==> config.mk <==
export PLATFORM = sky130hd
export DESIGN_NAME = fpc_top
export DESIGN_NICKNAME = d
export VERILOG_FILES = /design/src/include/fpc_pkg.sv /design/src/verilog/fpc_top.sv
export VERILOG_INCLUDE_DIRS = /design/src /design/src/include
export SDC_FILE = /design/constraint.sdc
export NUM_CORES = 1
export LEC_CHECK = 0
export ABC_CLOCK_PERIOD_IN_PS = 1600
export BUFFER_PORTS_ARGS = -buffer_cell sky130_fd_sc_hd__buf_2
export CORE_MARGIN = 2
export CORE_UTILIZATION = 41
export CTS_CLUSTER_DIAMETER = 100
export DETAILED_ROUTE_END_ITERATION = 8
export PLACE_DENSITY_LB_ADDON = 0.08
export SYNTH_ARGS = -nofsm -noshare
export SYNTH_HDL_FRONTEND = slang
export SYNTH_SLANG_ARGS = --single-unit
==> constraint.sdc <==
create_clock -name clk_i -period 1.6 [get_ports clk_i]
set_input_delay 0.16 -clock clk_i [delete_from_list [all_inputs] [get_ports clk_i]]
set_output_delay 0.16 -clock clk_i [all_outputs]
set_load 0.05 [all_outputs]
==> src/include/fpc_regs.svh <==
// register offsets, field positions and reset values of the flash program/erase control block
// assumes a wishbone bus with 32-bit data, one aligned word per register
`ifndef FPC_REGS_SVH
`define FPC_REGS_SVH
`define FPC_ADDR_W          4
`define FPC_OFF_CTRL        4'h0
`define FPC_OFF_KEY         4'h4
`define FPC_OFF_IRQ_STATUS  4'h8
`define FPC_OFF_IRQ_MASK    4'hc
`define FPC_BIT_PIN         7
`define FPC_BIT_RES6        6
`define FPC_BIT_RES5        5
`define FPC_BIT_ERR         4
`define FPC_BIT_REMAP       3
`define FPC_BIT_RES2        2
`define FPC_BIT_RES1        1
`define FPC_BIT_DL          0
`define FPC_KEY_VALUE       8'ha5
`define FPC_RESET_BYTE      8'h00
`define FPC_BYTE_MSB        7
`define FPC_WORD_RESET      32'h00000000
`define FPC_VEC_RESET       24'h000000
`define FPC_PAIR_RESET      2'h0
`define FPC_RAM_VEC_BASE    24'hff8000
`define FPC_VEC_LOW_LAST    24'h00017f
`define FPC_VEC_OFS_MASK    24'h00007f
`define FPC_IRQ_ERR         0
`define FPC_IRQ_DL_DONE     1
`define FPC_IRQ_W           2
`define FPC_IRQ_RESET       2'h0
`endif

==> src/include/fpc_pkg.sv <==
// types for the flash program/erase control block
// assumes the register header is included alongside
package fpc_pkg;
    typedef logic [7:0]  fpc_byte_t;
    typedef logic [23:0] fpc_addr_t;
    typedef enum logic [1:0] {
        FPC_DL_IDLE = 2'b01,
        FPC_DL_BUSY = 2'b10
    } fpc_dl_state_t;
endpackage : fpc_pkg

==> src/verilog/fpc_top.sv <==
// flash program/erase control and status logic with a wishbone register slave
// assumes synchronous inputs, the cpu core reporting its events and a download engine
// Function
// - registers are eight bits, byte accessed
// - reset or hardware standby restores initial values
// - bit 7 mirrors enable pin level
// - bits 6,5,2,1 reserved, writable, reset zero
// - error flag blocks further program/erase
// - interrupt during program/erase sets error
// - flash read during program/erase sets error
// - sleep or standby during program/erase sets error
// - foreign bus master during program/erase sets error
// - error stays until reset or standby
// - remap bit redirects low vectors to ram
// - remap clear uses normal vector table
// - download request write-only, keyed, self-clearing
//
// register map, one byte in bits 7:0 of each aligned word:
//   offset 0x0  control/status {pin mirror, res, res, error, remap, res, res, download}
//   offset 0x4  key code, compared with the key value on a download request
//   offset 0x8  interrupt status, bit 0 error, bit 1 download done, write one to clear
//   offset 0xc  interrupt mask, same layout as the status
//   other offsets read zero, take writes silently and still ack
// bus timing:
//   ack is registered, one cycle after the request, and lasts one cycle
//   writes land on the edge that takes the request, read data stands with ack
//   only byte lane 0 is written; the upper lanes read zero
// hazards and limits:
//   the error flag has no software clear, only reset or standby end error protection
//   the long reset hold after an error belongs to the reset controller, shown on error_reset_req_o
//   a hardware event wins over a write-one-to-clear in the same cycle, so no event is lost
//   the error interrupt fires only when the flag first sets, later faults add nothing
//   remapped fetches keep the low seven address bits only, vectors above 31 land wrongly
//   vector addresses pass through a register, so every fetch address is one cycle late
//   the download request never reads back as one; completion shows as bit 1 of the interrupt status
//   a second download request while one runs is ignored
//   the pin mirror is live, not latched, so a read shows the level at the read
//   fault inputs are levels and count only while pe_busy_i is high
//   reserved bits are plain storage; software is expected to keep them zero
//   hardware standby acts exactly like reset on every register
//
// Chosen here: the Wishbone interface to the registers and the address map.
`timescale 1ns/1ps
`default_nettype none
`include "fpc_regs.svh"
module fpc_top
(
    // clock and reset
    input  wire logic             clk_i,
    input  wire logic             rst_i,
    input  wire logic             hw_standby_i,
    // wishbone slave
    input  wire logic             wb_cyc_i,
    input  wire logic             wb_stb_i,
    input  wire logic             wb_we_i,
    input  wire logic [`FPC_ADDR_W-1:0] wb_adr_i,
    input  wire logic [3:0]       wb_sel_i,
    input  wire logic [31:0]      wb_dat_i,
    output logic      [31:0]      wb_dat_o,
    output logic                  wb_ack_o,
    // cpu and flash events
    input  wire logic             pe_enable_pin_i,
    input  wire logic             pe_busy_i,
    input  wire logic             irq_taken_i,
    input  wire logic             flash_read_i,
    input  wire logic             sleep_i,
    input  wire logic             foreign_master_i,
    input  wire logic             exec_in_ram_i,
    input  wire logic             dl_done_i,
    // vector fetch remap
    input  wire logic             vec_fetch_i,
    input  wire fpc_pkg::fpc_addr_t vec_addr_i,
    output fpc_pkg::fpc_addr_t    vec_addr_o,
    // flash control outputs
    output logic                  pe_allow_o,
    output logic                  dl_start_o,
    output logic                  error_reset_req_o,
    output logic                  irq_o
);
    import fpc_pkg::*;

    // bus decode and write strobes
    logic          init;
    logic          bus_req;
    logic          wr_byte0;
    logic          wr_ctrl;
    logic          wr_key;
    logic          wr_status;
    logic          wr_mask;
    logic [31:0]   next_rdata;

    // control byte and key state
    fpc_byte_t     ctrl_rd;
    logic          pe_error_flag;
    logic          vector_remap_enable;
    logic [1:0]    reserved_hi;
    logic [1:0]    reserved_lo;
    fpc_byte_t     key_code_register;

    // fault sources and download sequencing
    logic          fault_irq;
    logic          fault_read;
    logic          fault_sleep;
    logic          fault_master;
    logic          err_event;
    logic          dl_req_ok;
    fpc_dl_state_t dl_state;

    // interrupt state
    logic [`FPC_IRQ_W-1:0] irq_status;
    logic [`FPC_IRQ_W-1:0] irq_mask;
    logic [`FPC_IRQ_W-1:0] irq_event;

    // vector remap decode
    logic          vec_low;

    // system reset and hardware standby both initialise
    assign init     = rst_i | hw_standby_i;

    // a request is taken while it is not yet answered
    assign bus_req  = wb_cyc_i & wb_stb_i & ~wb_ack_o;

    // only byte lane 0 carries register data
    assign wr_byte0 = bus_req & wb_we_i & wb_sel_i[0];

    // one write strobe per register, unmapped offsets write nothing
    assign wr_ctrl   = wr_byte0 & (wb_adr_i == `FPC_OFF_CTRL);
    assign wr_key    = wr_byte0 & (wb_adr_i == `FPC_OFF_KEY);
    assign wr_status = wr_byte0 & (wb_adr_i == `FPC_OFF_IRQ_STATUS);
    assign wr_mask   = wr_byte0 & (wb_adr_i == `FPC_OFF_IRQ_MASK);

    // each fault counts only while program/erase runs
    assign fault_irq    = pe_busy_i & irq_taken_i;
    assign fault_read   = pe_busy_i & flash_read_i;
    assign fault_sleep  = pe_busy_i & sleep_i;
    assign fault_master = pe_busy_i & foreign_master_i;

    // any fault during program/erase
    assign err_event = fault_irq | fault_read | fault_sleep | fault_master;

    // download request accepted only with key and from ram
    assign dl_req_ok = wr_ctrl && wb_dat_i[`FPC_BIT_DL]
                     && (key_code_register == `FPC_KEY_VALUE) && exec_in_ram_i;

    // wishbone ack, one cycle per request
    always_ff @(posedge clk_i)
    begin
        if (init)
            wb_ack_o <= 1'b0;
        else
            wb_ack_o <= bus_req;
    end

    // sticky error flag, set only by hardware events
    always_ff @(posedge clk_i)
    begin
        if (init)
            pe_error_flag <= 1'b0;
        else if (err_event)
            pe_error_flag <= 1'b1;
    end

    // remap control bit of the status byte
    always_ff @(posedge clk_i)
    begin
        if (init)
            vector_remap_enable <= 1'b0;
        else if (wr_ctrl)
            vector_remap_enable <= wb_dat_i[`FPC_BIT_REMAP];
    end

    // reserved bits are plain storage, reset to zero
    always_ff @(posedge clk_i)
    begin
        if (init)
        begin
            reserved_hi <= `FPC_PAIR_RESET;
            reserved_lo <= `FPC_PAIR_RESET;
        end
        else if (wr_ctrl)
        begin
            reserved_hi <= wb_dat_i[`FPC_BIT_RES6:`FPC_BIT_RES5];
            reserved_lo <= wb_dat_i[`FPC_BIT_RES2:`FPC_BIT_RES1];
        end
    end

    // key register
    always_ff @(posedge clk_i)
    begin
        if (init)
            key_code_register <= `FPC_RESET_BYTE;
        else if (wr_key)
            key_code_register <= wb_dat_i[`FPC_BYTE_MSB:0];
    end

    // download sequencer, request self-clears on completion
    always_ff @(posedge clk_i)
    begin
        if (init)
            dl_state <= FPC_DL_IDLE;
        else
        begin
            unique case (dl_state)
                FPC_DL_IDLE:
                    if (dl_req_ok)
                        dl_state <= FPC_DL_BUSY;
                FPC_DL_BUSY:
                    if (dl_done_i)
                        dl_state <= FPC_DL_IDLE;
            endcase
        end
    end

    // one-cycle download start pulse
    always_ff @(posedge clk_i)
    begin
        if (init)
            dl_start_o <= 1'b0;
        else
            dl_start_o <= dl_req_ok && (dl_state == FPC_DL_IDLE);
    end

    // interrupt events, set wins over write-one-to-clear
    assign irq_event = {dl_done_i && (dl_state == FPC_DL_BUSY), err_event && !pe_error_flag};

    // sticky status bits, cleared by writing ones
    always_ff @(posedge clk_i)
    begin
        if (init)
            irq_status <= `FPC_IRQ_RESET;
        else if (wr_status)
            irq_status <= (irq_status & ~wb_dat_i[`FPC_IRQ_W-1:0]) | irq_event;
        else
            irq_status <= irq_status | irq_event;
    end

    // interrupt mask
    always_ff @(posedge clk_i)
    begin
        if (init)
            irq_mask <= `FPC_IRQ_RESET;
        else if (wr_mask)
            irq_mask <= wb_dat_i[`FPC_IRQ_W-1:0];
    end

    // status byte, pin mirror live, download bit reads zero
    always_comb
    begin
        ctrl_rd                  = `FPC_RESET_BYTE;
        ctrl_rd[`FPC_BIT_PIN]    = pe_enable_pin_i;
        ctrl_rd[`FPC_BIT_RES6:`FPC_BIT_RES5] = reserved_hi;
        ctrl_rd[`FPC_BIT_ERR]    = pe_error_flag;
        ctrl_rd[`FPC_BIT_REMAP]  = vector_remap_enable;
        ctrl_rd[`FPC_BIT_RES2:`FPC_BIT_RES1] = reserved_lo;
        ctrl_rd[`FPC_BIT_DL]     = 1'b0;
    end

    // read mux, unmapped offsets read zero
    always_comb
    begin
        next_rdata = `FPC_WORD_RESET;
        unique case (wb_adr_i)
            `FPC_OFF_CTRL:       next_rdata = {24'h0, ctrl_rd};
            `FPC_OFF_KEY:        next_rdata = {24'h0, key_code_register};
            `FPC_OFF_IRQ_STATUS: next_rdata = {30'h0, irq_status};
            `FPC_OFF_IRQ_MASK:   next_rdata = {30'h0, irq_mask};
            default:             next_rdata = `FPC_WORD_RESET;
        endcase
    end

    // registered read data
    always_ff @(posedge clk_i)
    begin
        if (init)
            wb_dat_o <= `FPC_WORD_RESET;
        else if (bus_req && !wb_we_i)
            wb_dat_o <= next_rdata;
    end

    // a fetch inside the low table is remapped while the bit is set
    assign vec_low = vec_fetch_i && vector_remap_enable && (vec_addr_i <= `FPC_VEC_LOW_LAST);

    // vector fetch address, low vectors go to ram when remapped
    always_ff @(posedge clk_i)
    begin
        if (init)
            vec_addr_o <= `FPC_VEC_RESET;
        else if (vec_low)
            vec_addr_o <= `FPC_RAM_VEC_BASE | (vec_addr_i & `FPC_VEC_OFS_MASK);
        else
            vec_addr_o <= vec_addr_i;
    end

    // error protection and long reset request
    assign pe_allow_o        = pe_enable_pin_i & ~pe_error_flag;
    assign error_reset_req_o = pe_error_flag;

    // level interrupt while any unmasked status bit is set
    assign irq_o             = |(irq_status & irq_mask);
endmodule : fpc_top
`default_nettype wire

* Word level (Yosys, flattened, before mapping) *
Cells that the tools add are included.

operators by class
  eq/ne operators = 8
  div/mod/pow operators = 0
  reductions and logical operators = 15
  shift-type cells = 0
  magnitude comparators = 1
  multiplexer cells = 6
  multipliers = 0
  bitwise operators = 24
  add/sub/neg operators = 0

operator list
  operator               number
  $pmux W8 S4            1
  $le A24 B9 Y1 const B  1
  $mux W24               1
  $and A1 B1 Y1          13
  $logic_and A1 B1 Y1    9
  $eq A4 B4 Y1 const B   2
  $eq A8 B8 Y1 const B   1
  $mux W2                3
  $and A2 B2 Y2          2
  $eq A4 B3 Y1 const B   1
  $logic_not A4 Y1       1
  $ne A2 B2 Y1 const B   2
  $or A1 B1 Y1           4
  $or A2 B2 Y2           2
  $pmux W2 S2            1
  $reduce_or A2 Y1       2
  $eq A2 B1 Y1 const B   1
  $eq A2 B2 Y1 const B   1
  $logic_not A1 Y1       2
  $not A1 Y1             2
  $not A2 Y2             1
  $reduce_and A2 Y1      1

storage, ports and cells
  output and inout port bits = 61
  ROM bits = 0
  latch bits = 0
  memory bits (writable) = 0
  flip-flop bits (word level) = 78
  input port bits = 79
  memories = 0
  logic and storage cells = 67

* Depth between registers and ports, before layout *
Gate-level depths: netlist of the first run.

  depth in word-level cells = 10
  mapped depth = 6
  gate-level depth less buffers = 4

* Least setup slack after synthesis of the first run *
Ideal clock, no wire load.

  kind = register to register
  from = register wb_ack_o
  to = register dl_state[0]
  setup slack = -0.002 ns
  buffers on the path = 2
  data arrival time = 1.475 ns
  setup time = 0.127 ns
  cell stages (with the launch flop) = 7
  period minus slack after synthesis = 1.602 ns
  required time = 1.473 ns
  cell sequence = dfxtp_1 and3b_1 buf_6 and3_1 buf_6 a21oi_2 or3_1

between the ends
  longest elaborated chain between the ends = 10

ends and longest elaborated chain
  item                              line            RTL
  from (decl)                       fpc_top.sv:60   output logic wb_ack_o,
  from (signal assigned)            fpc_top.sv:151  wb_ack_o <= bus_req;
  $not A1 Y1                        fpc_top.sv:121  assign bus_req = wb_cyc_i & wb_stb_i & ~wb_ack_o;
  $and A1 B1 Y1                     fpc_top.sv:121
  $and A1 B1 Y1 (2 in a row)        fpc_top.sv:124  assign wr_byte0 = bus_req & wb_we_i & wb_sel_i[0];
  $and A1 B1 Y1                     fpc_top.sv:127  assign wr_ctrl = wr_byte0 & (wb_adr_i == `FPC_OFF_CTRL);
  $logic_and A1 B1 Y1 (3 in a row)  fpc_top.sv:142  assign dl_req_ok = wr_ctrl && wb_dat_i[`FPC_BIT_DL]
  $ne A2 B2 Y1 (no line)            n/a
  $reduce_and A2 Y1 (no line)       n/a
  to (signal assigned)              fpc_top.sv:200  dl_state <= FPC_DL_IDLE;
  to (signal assigned)              fpc_top.sv:206  dl_state <= FPC_DL_BUSY;
  to (signal assigned)              fpc_top.sv:209  dl_state <= FPC_DL_IDLE;
  to (decl)                         fpc_top.sv:107  fpc_dl_state_t dl_state;

No other way between the ends.
A chain may end at the register's enable or synchronous reset.

* Worst setup path after layout of the first run *
  from = register key_code_register[2]
  to = register dl_state[0]

between the ends
  longest elaborated chain between the ends = 5

ends and longest elaborated chain
  item                              line            RTL
  from (decl)                       fpc_top.sv:98   fpc_byte_t key_code_register;
  from (signal assigned)            fpc_top.sv:191  key_code_register <= `FPC_RESET_BYTE;
  from (signal assigned)            fpc_top.sv:193  key_code_register <= wb_dat_i[`FPC_BYTE_MSB:0];
  $eq A8 B8 Y1 (no line)            n/a
  $logic_and A1 B1 Y1 (2 in a row)  fpc_top.sv:142
  $ne A2 B2 Y1 (no line)            n/a
  $reduce_and A2 Y1 (no line)       n/a

No other way between the ends.

==> results.yml, run 1 <==
die:
  die_x_um: 77.3
  core_sq_um: 5140
  die_y_um: 77.3
  die_area_sq_um: 5970
  ioPinCount: 140
  start_util: 0.428
  rows: 26
synthesis:
  synth-xor-area-share: 0
  netlist_instances: 220
  synth_edf_count: 0
  synth-seq-cells: 54
  syn_area_per_cell_sq_um: 10.0
  syn_area_sq_um: 2200
  synth_ff_type: "dfxtp_1"
  synth_top_family_by_area: "simple AND/OR/NAND/NOR gates"
  synth_fa_ha_area_frac: 0
  yosysSeqAreaShare: 0.491
  synth_cell_type_count: 42
  muxShareOfSynthArea: 0.0836
  synth_compound_area_frac: 0.0938
  yosys_warnings: 0
  synth-simple-area-share: 0.213
  async_flop_share: 0
placement:
  post_dp_cell_area_sq_um: 2620
  place_hpwl_mm: 3.60
  dp_slack_ps: 173
  io_buffers: 88
  gp_congestion: 0.684
clocking:
  root_buffer: "clkbuf_8"
  cts_buffers: 5
  cts_max_path_buffers: 2
  cts_setup_buffers: 0
  postCtsResizedCells: 0
  cts.clk_slew.worst_paths_ps: 90
  cts_sinks: 54
  tritoncts: "built"
  insertion_delay_ps: 300
  ctsHoldBuffers: 0
  cts.htree.levels: 2
timing:
  hold_viol: 0
  timing.final.crit_period_ps: 1440
  setup_viol: 0
  fin_setup_tns_ps: 0
  rsz0062_at_grt: "false"
  worst_clock_skew_ps: 3.32
  fin_crit_sh: 0.898
  setup_ws_ps: 164
  drv_slew: 0
  fmax_mhz: 696
  slew_headroom: 0.660
  tightest_slew_ps: 504
worst_setup_path:
  crit_buf_inv: 0
  cp_slowest_cell: "dfxtp_1"
  crit_end: "dl_state[0]$_SDFFE_PP1P_"
  start_kind: "flop"
  r2r-end: "dl_state[0]$_SDFFE_PP1P_"
  rr_worst_depth: 4
  critPathKind: "flop to flop"
  timing.rr.start: "key_code_register[2]$_SDFFE_PP0P_"
  worst-path-max-fanout: 3
  worstPathRequired_ps: 1790
  rrSetupSlack_ps: 160
  cpPeakStageDelay_ps: 360
  cp_num_cells: 4
  crit_start: "key_code_register[2]$_SDFFE_PP0P_"
  cp.arrival_ps: 1630
  path_cells: "nor4bb_1 -> and4bb_2 -> a21oi_2 -> or3_1"
  crit_path_end_kind: "flop"
  crit_family: "simple AND/OR/NAND/NOR gates"
grt:
  antenna_found_initial: 0
  grt_pass1_wl_mm: 7.15
  grt_overflow_total: 0
  grt_pass1_vias: 1572
  track_usage: 0.153
  grt_max_degree: 21
routing:
  dr.max_layer_used: "met4"
  wl_met2_mm: 2.20
  ant_nets: 0
  vias: 1748
  wl_per_cell_um: 12.1
  drc: 0
  via_per_inst: 4.58
  wl_met3_um: 402
  m1WireLength_mm: 1.97
  first_pass_iters: 4
  wl_mm: 4.62
  drt_iter0_drc: 93
pwr:
  ir_drop_mv: 0.418
  pwr_density_cell_nw_per_um2: 947
  power.leakage_nw: 1.31
run:
  drv_cap: 0
hold_path:
  min_path_cells: 2
  min_path_type: "primary input to flop"
finish:
  nets: 390
  layout_common_cells: "buf_2, dfxtp_1, conb_1"
  finalInstanceArea_sq_um: 2710
  drive_above_1_share: 0.359
  post-route-util: 0.527
  diodes: 0
  final_common_cell: "buf_2"
  synthToLayoutAreaGrowth_pct: 23.1
status:
  status: "completed"
state kept, by name (all words and copies together), names as in the netlist:
register,cells
irq_mask,2
error_reset_req_o,1
key_code_register,8
vector_remap_enable,1
dl_state,2
irq_status,2
wb_dat_o,8
wb_ack_o,1
dl_start_o,1
vec_addr_o,24
reserved_hi,2
reserved_lo,2
per-stage QoR:
step / hold slack (ps) / power [mW] / instances
global placement: 358 / 1.82 / 374
floorplan: 282 / 1.75 / 243
finish: 48.4 / 2.57 / 382
global route: 29.2 / 2.69 / 382
detailed placement: 364 / 1.82 / 374
CTS: 35.1 / 2.61 / 382
power by group:
part	leakage [nW]	internal, mW	switching (mW)	total, mW
clock	0.0482	0.350	0.426	0.776
sequential	0.440	1.37	0.00827	1.38
combinational	0.819	0.101	0.309	0.410
total	1.31	1.82	0.743	2.57
final cells by class:
cell class,instances,area (sq um)
clock inverter,1,5.00
timing repair buffer,95,493
clock buffer,7,86.3
inverter,2,7.51
fill,514,2430
sequential,54,1080
tap,70,87.6
multi-input combinational,153,948
logic make-up (layout without fill, tap and decap cells):
group                  count (synthesis)  after routing
buffers and inverters                 36            105
AO/OA/AOI/OAI                         31             31
other                                  1             24
flip-flops                            54             54
AND/OR/NAND/NOR                       81             81
multiplexers                          17             17
cells in the mapped netlist, types with 4 or more instances:
master,count,area [sq um]
a21oi_1,5,25.0
and2_1,13,81.3
buf_4,26,195
clkbuf_1,5,18.8
dfxtp_1,54,1080
mux2i_1,15,150
nand2_1,19,71.3
nand3_1,4,20.0
nor2_1,15,56.3
nor3b_1,4,30.0
o21a_1,9,67.6
o21ai_0,8,40.0
worst min path at each step:
stage	from	endpoint	slack, ps
2_1_floorplan	vec_addr_i[0]	vec_addr_o[0]$_SDFF_PP0_	280
3_3_place_gp	vec_addr_i[1]	vec_addr_o[1]$_SDFF_PP0_	360
3_5_place_dp	vec_addr_i[6]	vec_addr_o[6]$_SDFF_PP0_	360
4_1_cts	vec_addr_i[6]	vec_addr_o[6]$_SDFF_PP0_	40
5_1_grt	vec_addr_i[4]	vec_addr_o[4]$_SDFF_PP0_	30
6_report	vec_addr_i[4]	vec_addr_o[4]$_SDFF_PP0_	50
per-layer routing:
metal  up-vias  global-route usage
met5         -                   0
met4         0              0.0482
met3         6              0.0576
met2        72               0.252
met1       783               0.184
li1        887                   -
No activity file was read; power rests on OpenSTA's default activity.
==> run 2, diff against run 1 <==
--- a/config.mk
+++ b/config.mk
@@ -9,7 +9,7 @@
 export ABC_CLOCK_PERIOD_IN_PS = 1600
 export BUFFER_PORTS_ARGS = -buffer_cell sky130_fd_sc_hd__buf_2
 export CORE_MARGIN = 2
-export CORE_UTILIZATION = 41
+export CORE_UTILIZATION = 35
 export CTS_CLUSTER_DIAMETER = 100
 export DETAILED_ROUTE_END_ITERATION = 8
 export PLACE_DENSITY_LB_ADDON = 0.08
==> run 2 against run 1 <==
Clock power is 1% higher. Count of clock-buffer cells in the layout is the same. Highest routed layer unchanged. Via count fell by 0.51%. Fmax rose by 1.0%. Combinational power barely moved. Routed wire length rose by 4.8%. Critical path depth stayed put.
==> results.yml, run 2 (synthesis gave the netlist of run 1 again) <==
run:
  drv_cap: 0
routing:
  wl_met3_um: 394
  dr.max_layer_used: "met4"
  m1WireLength_mm: 2.17
  drc: 0
  via_per_inst: 4.52
  wl_per_cell_um: 12.6
  first_pass_iters: 4
  wl_met2_mm: 2.22
  ant_nets: 0
  wl_mm: 4.84
  drt_iter0_drc: 72
  vias: 1739
worst_setup_path:
  worst-path-max-fanout: 3
  worstPathRequired_ps: 1800
  critPathKind: "flop to flop"
  cp.arrival_ps: 1620
  crit_path_end_kind: "flop"
  start_kind: "flop"
  rr_worst_depth: 4
placement:
  dp_slack_ps: 183
  post_dp_cell_area_sq_um: 2610
  gp_congestion: 0.760
  io_buffers: 88
  place_hpwl_mm: 3.74
die:
  die_y_um: 83.3
  die_area_sq_um: 6940
  start_util: 0.367
  core_sq_um: 5990
  rows: 28
  die_x_um: 83.3
  ioPinCount: 140
clocking:
  ctsHoldBuffers: 0
  postCtsResizedCells: 0
  cts_max_path_buffers: 2
  cts_setup_buffers: 0
  cts.htree.levels: 2
  tritoncts: "built"
  root_buffer: "clkbuf_8"
  cts.clk_slew.worst_paths_ps: 100
  cts_buffers: 5
  insertion_delay_ps: 310
  cts_sinks: 54
pwr:
  power.leakage_nw: 1.30
  ir_drop_mv: 0.487
  pwr_density_cell_nw_per_um2: 952
finish:
  synthToLayoutAreaGrowth_pct: 22.7
  multi_input_area_sq_um: 948
  nets: 388
  final_common_cell: "buf_2"
  top_register: "vec_addr_o"
  diodes: 0
  largest_reg_flops: 24
  drive_above_1_share: 0.355
  regArea_sq_um: 1080
  fillers: 612
  largest_registers: "vec_addr_o: 24 flops, key_code_register: 8 flops, wb_dat_o: 8 flops"
  finalInstanceArea_sq_um: 2700
  layout_common_cells: "buf_2, dfxtp_1, conb_1"
grt:
  grt_max_degree: 26
  grt_pass1_vias: 1575
  grt_overflow_total: 0
  antenna_found_initial: 0
  track_usage: 0.140
  grt_pass1_wl_mm: 7.73
timing:
  rsz0062_at_grt: "false"
  worst_clock_skew_ps: 6.83
  setup_ws_ps: 178
  fin_crit_sh: 0.889
  timing.final.crit_period_ps: 1420
  fin_setup_tns_ps: 0
  tightest_slew_ps: 572
  drv_slew: 0
  fmax_mhz: 703
  slew_headroom: 0.614
  setup_viol: 0
  hold_viol: 0
hold_path:
  min_path_cells: 2
  min_path_type: "primary input to flop"
status:
  status: "completed"
[run 2: path summary, 6_finish.rpt]
path | start | endpoint | slack, ps
hold reg to reg | wb_dat_o[4]$_SDFFE_PP0P_ | wb_dat_o[4]$_SDFFE_PP0P_ | 450
hold / removal | vec_addr_i[2] | vec_addr_o[2]$_SDFF_PP0_ | 50
setup reg to reg | key_code_register[2]$_SDFFE_PP0P_ | dl_state[0]$_SDFFE_PP1P_ | 180
setup / recovery | key_code_register[2]$_SDFFE_PP0P_ | dl_state[0]$_SDFFE_PP1P_ | 180
[run 2: area by class of cell]
class                   instances  share of cell area
clock buffers                   7              0.0320
clock inverters                 1             0.00185
inverters                       2             0.00278
multi-input cells             153               0.351
flip-flops and latches         54               0.401
well taps                      75              0.0347
repair buffers                 93               0.177
[run 2: report_power, final]
part | internal, mW | switching, mW
Clock | 0.350 | 0.436
Sequential | 1.37 | 0.00848
Combinational | 0.0983 | 0.309
Total | 1.82 | 0.753
[run 2: routing by layer]
layer  vias up  global-route usage
li1        884                   -
met1       776               0.182
met2        74               0.218
met3         5              0.0477
met4         0              0.0447
met5         -                   0
[run 2: metrics by stage]
stage,hold slack [ps],power [mW],utilization,cells
CTS,39.7,2.62,0.451,385
global placement,360,1.82,0.436,377
global route,39.9,2.69,0.451,385
finish,49.2,2.57,0.451,385
detailed placement,363,1.82,0.436,377
floorplan,282,1.75,-,243
[run 2: worst max-delay path, cell delays in order, from the launching register on]
cell and delay, ps:
dfxtp_1 360, nor4bb_1 270, and4bb_2 290, a21oi_2 70, or3_1 330
==> run 3, diff against run 2 <==
--- a/config.mk
+++ b/config.mk
@@ -8,7 +8,6 @@
 export LEC_CHECK = 0
 export ABC_CLOCK_PERIOD_IN_PS = 1600
 export BUFFER_PORTS_ARGS = -buffer_cell sky130_fd_sc_hd__buf_2
-export CORE_MARGIN = 2
 export CORE_UTILIZATION = 35
 export CTS_CLUSTER_DIAMETER = 100
 export DETAILED_ROUTE_END_ITERATION = 8
==> run 3 against run 2 <==
Setup slack lost 22 ps. Register-to-register slack lost 20 ps. Global-route usage grew 0.68 points. Sequential share of layout area shrank 0.89 points. Combinational power is essentially flat. Core utilization grew 1.0 points. Fmax shrank 1.5%. Die area shrank 4.7%. Sequential cell count is the same. Critical path depth is the same. Clock power grew 39%. Clock skew grew 4.4 ps.
==> results.yml, run 3 (synthesis gave the netlist of run 1 again) <==
routing:
  via_per_inst: 4.50
  ant_nets: 0
  wl_per_cell_um: 11.9
  wl_met2_mm: 2.06
  first_pass_iters: 4
  m1WireLength_mm: 2.14
  wl_mm: 4.62
  vias: 1741
  drt_iter0_drc: 59
  drc: 0
  dr.max_layer_used: "met4"
  wl_met3_um: 387
pwr:
  power.leakage_nw: 1.33
  ir_drop_mv: 0.395
  pwr_density_cell_nw_per_um2: 1040
  p_total_mw: 2.87
grt:
  grt_max_degree: 21
  grt_pass1_wl_mm: 7.22
  antenna_found_initial: 0
  grt_overflow_total: 0
  grt_pass1_vias: 1518
  track_usage: 0.147
worst_setup_path:
  timing.rr.start: "key_code_register[2]$_SDFFE_PP0P_"
  cp_slowest_cell: "dfxtp_1"
  cp.arrival_ps: 1640
  path_cells: "nor4bb_1 -> and4bb_2 -> a21oi_2 -> or3_1"
  worstPathRequired_ps: 1790
  crit_path_end_kind: "flop"
  rrSetupSlack_ps: 160
  worst-path-max-fanout: 3
  start_kind: "flop"
  r2r-end: "dl_state[0]$_SDFFE_PP1P_"
  critPathKind: "flop to flop"
  rr_worst_depth: 4
  cpPeakStageDelay_ps: 350
clocking:
  cts_buffers: 5
  tritoncts: "built"
  ctsHoldBuffers: 0
  cts_sinks: 54
  postCtsResizedCells: 0
  root_buffer: "clkbuf_8"
  insertion_delay_ps: 310
  cts_max_path_buffers: 2
  cts_setup_buffers: 0
  cts.htree.levels: 2
  cts.clk_slew.worst_paths_ps: 110
placement:
  dp.cells: 379
  io_buffers: 88
  place_hpwl_mm: 3.54
  dp_slack_ps: 185
  post_dp_cell_area_sq_um: 2630
  gp_congestion: 0.740
timing:
  rsz0062_at_grt: "false"
  setup_ws_ps: 156
  fmax_mhz: 693
  fin_setup_tns_ps: 0
  hold_viol: 0
  tightest_slew_ps: 512
  setup_viol: 0
  timing.final.crit_period_ps: 1440
  worst_clock_skew_ps: 11.2
  fin_crit_sh: 0.902
  drv_slew: 0
  holdWs_ps: 47.3
  slew_headroom: 0.654
die:
  die_area_sq_um: 6610
  rows: 28
  start_util: 0.367
  die_x_um: 81.3
  die_y_um: 81.3
  core_sq_um: 5990
  ioPinCount: 140
hold_path:
  min_delay_worst_endpoint: "vec_addr_o[5]$_SDFF_PP0_"
  hold_start: "vec_addr_i[5]"
  min_path_type: "primary input to flop"
  min_path_cells: 2
finish:
  finalInstanceArea_sq_um: 2760
  multi_input_area_sq_um: 948
  post-route-util: 0.461
  layout_common_cells: "buf_2, dfxtp_1, conb_1"
  synthToLayoutAreaGrowth_pct: 25.5
  regArea_sq_um: 1080
  largest_reg_flops: 24
  final_common_cell: "buf_2"
  nets: 390
  largest_registers: "vec_addr_o: 24 flops, key_code_register: 8 flops, wb_dat_o: 8 flops"
  drive_above_1_share: 0.362
  top_register: "vec_addr_o"
  fillers: 604
  stdcell_count: 387
  diodes: 0
status:
  status: "completed"
run:
  drv_cap: 0
## run 3: cell count changes in the layout (fill, tap and decap cells not counted)
| cell | delta |
|---|---|
| buf_4 | +2 |
| clkbuf_1 | -1 |
| bufinv_16 | +2 |
| clkinv_2 | -1 |
| clkbuf_8 | -1 |
| clkinv_4 | +1 |
## run 3: worst max-delay path by stage
stage / from / endpoint / cells past startpoint
after floorplan: wb_ack_o$_SDFF_PP0_ / dl_state[0]$_SDFFE_PP1P_ / 6
after global placement: key_code_register[2]$_SDFFE_PP0P_ / dl_state[0]$_SDFFE_PP1P_ / 4
after detailed placement: key_code_register[2]$_SDFFE_PP0P_ / dl_state[0]$_SDFFE_PP1P_ / 4
after CTS: key_code_register[2]$_SDFFE_PP0P_ / dl_state[0]$_SDFFE_PP1P_ / 4
after global routing: key_code_register[2]$_SDFFE_PP0P_ / dl_state[0]$_SDFFE_PP1P_ / 4
final: key_code_register[2]$_SDFFE_PP0P_ / dl_state[0]$_SDFFE_PP1P_ / 4
## run 3: power by group
part           switching [mW]  total [mW]  internal, mW  leakage, nW
Sequential            0.00812        1.38          1.37        0.440
Clock                   0.458        1.09         0.627       0.0683
Combinational           0.309       0.410         0.102        0.819
Total                   0.775        2.87          2.10         1.33
## run 3: layer usage
| layer | global-route usage | vias to the layer above |
|---|---|---|
| met1 | 0.191 | 764 |
| met3 | 0.0461 | 5 |
| li1 | - | 889 |
| met2 | 0.228 | 83 |
| met5 | 0 | - |
| met4 | 0.0482 | 0 |
## run 3: worst max-delay path: cells and delay by family, from the launching register on
kind	cells	cell delay (ps)
compound gates	1	70
simple gates	3	910
flops	1	350
## run 3: final cells by class
type | count | share of cell area
Sequential cell | 54 | 0.392
Timing Repair Buffer | 95 | 0.178
Clock buffer | 5 | 0.0249
Tap cell | 75 | 0.0340
Inverter | 2 | 0.00272
Clock inverter | 3 | 0.0249
Multi-Input combinational cell | 153 | 0.343
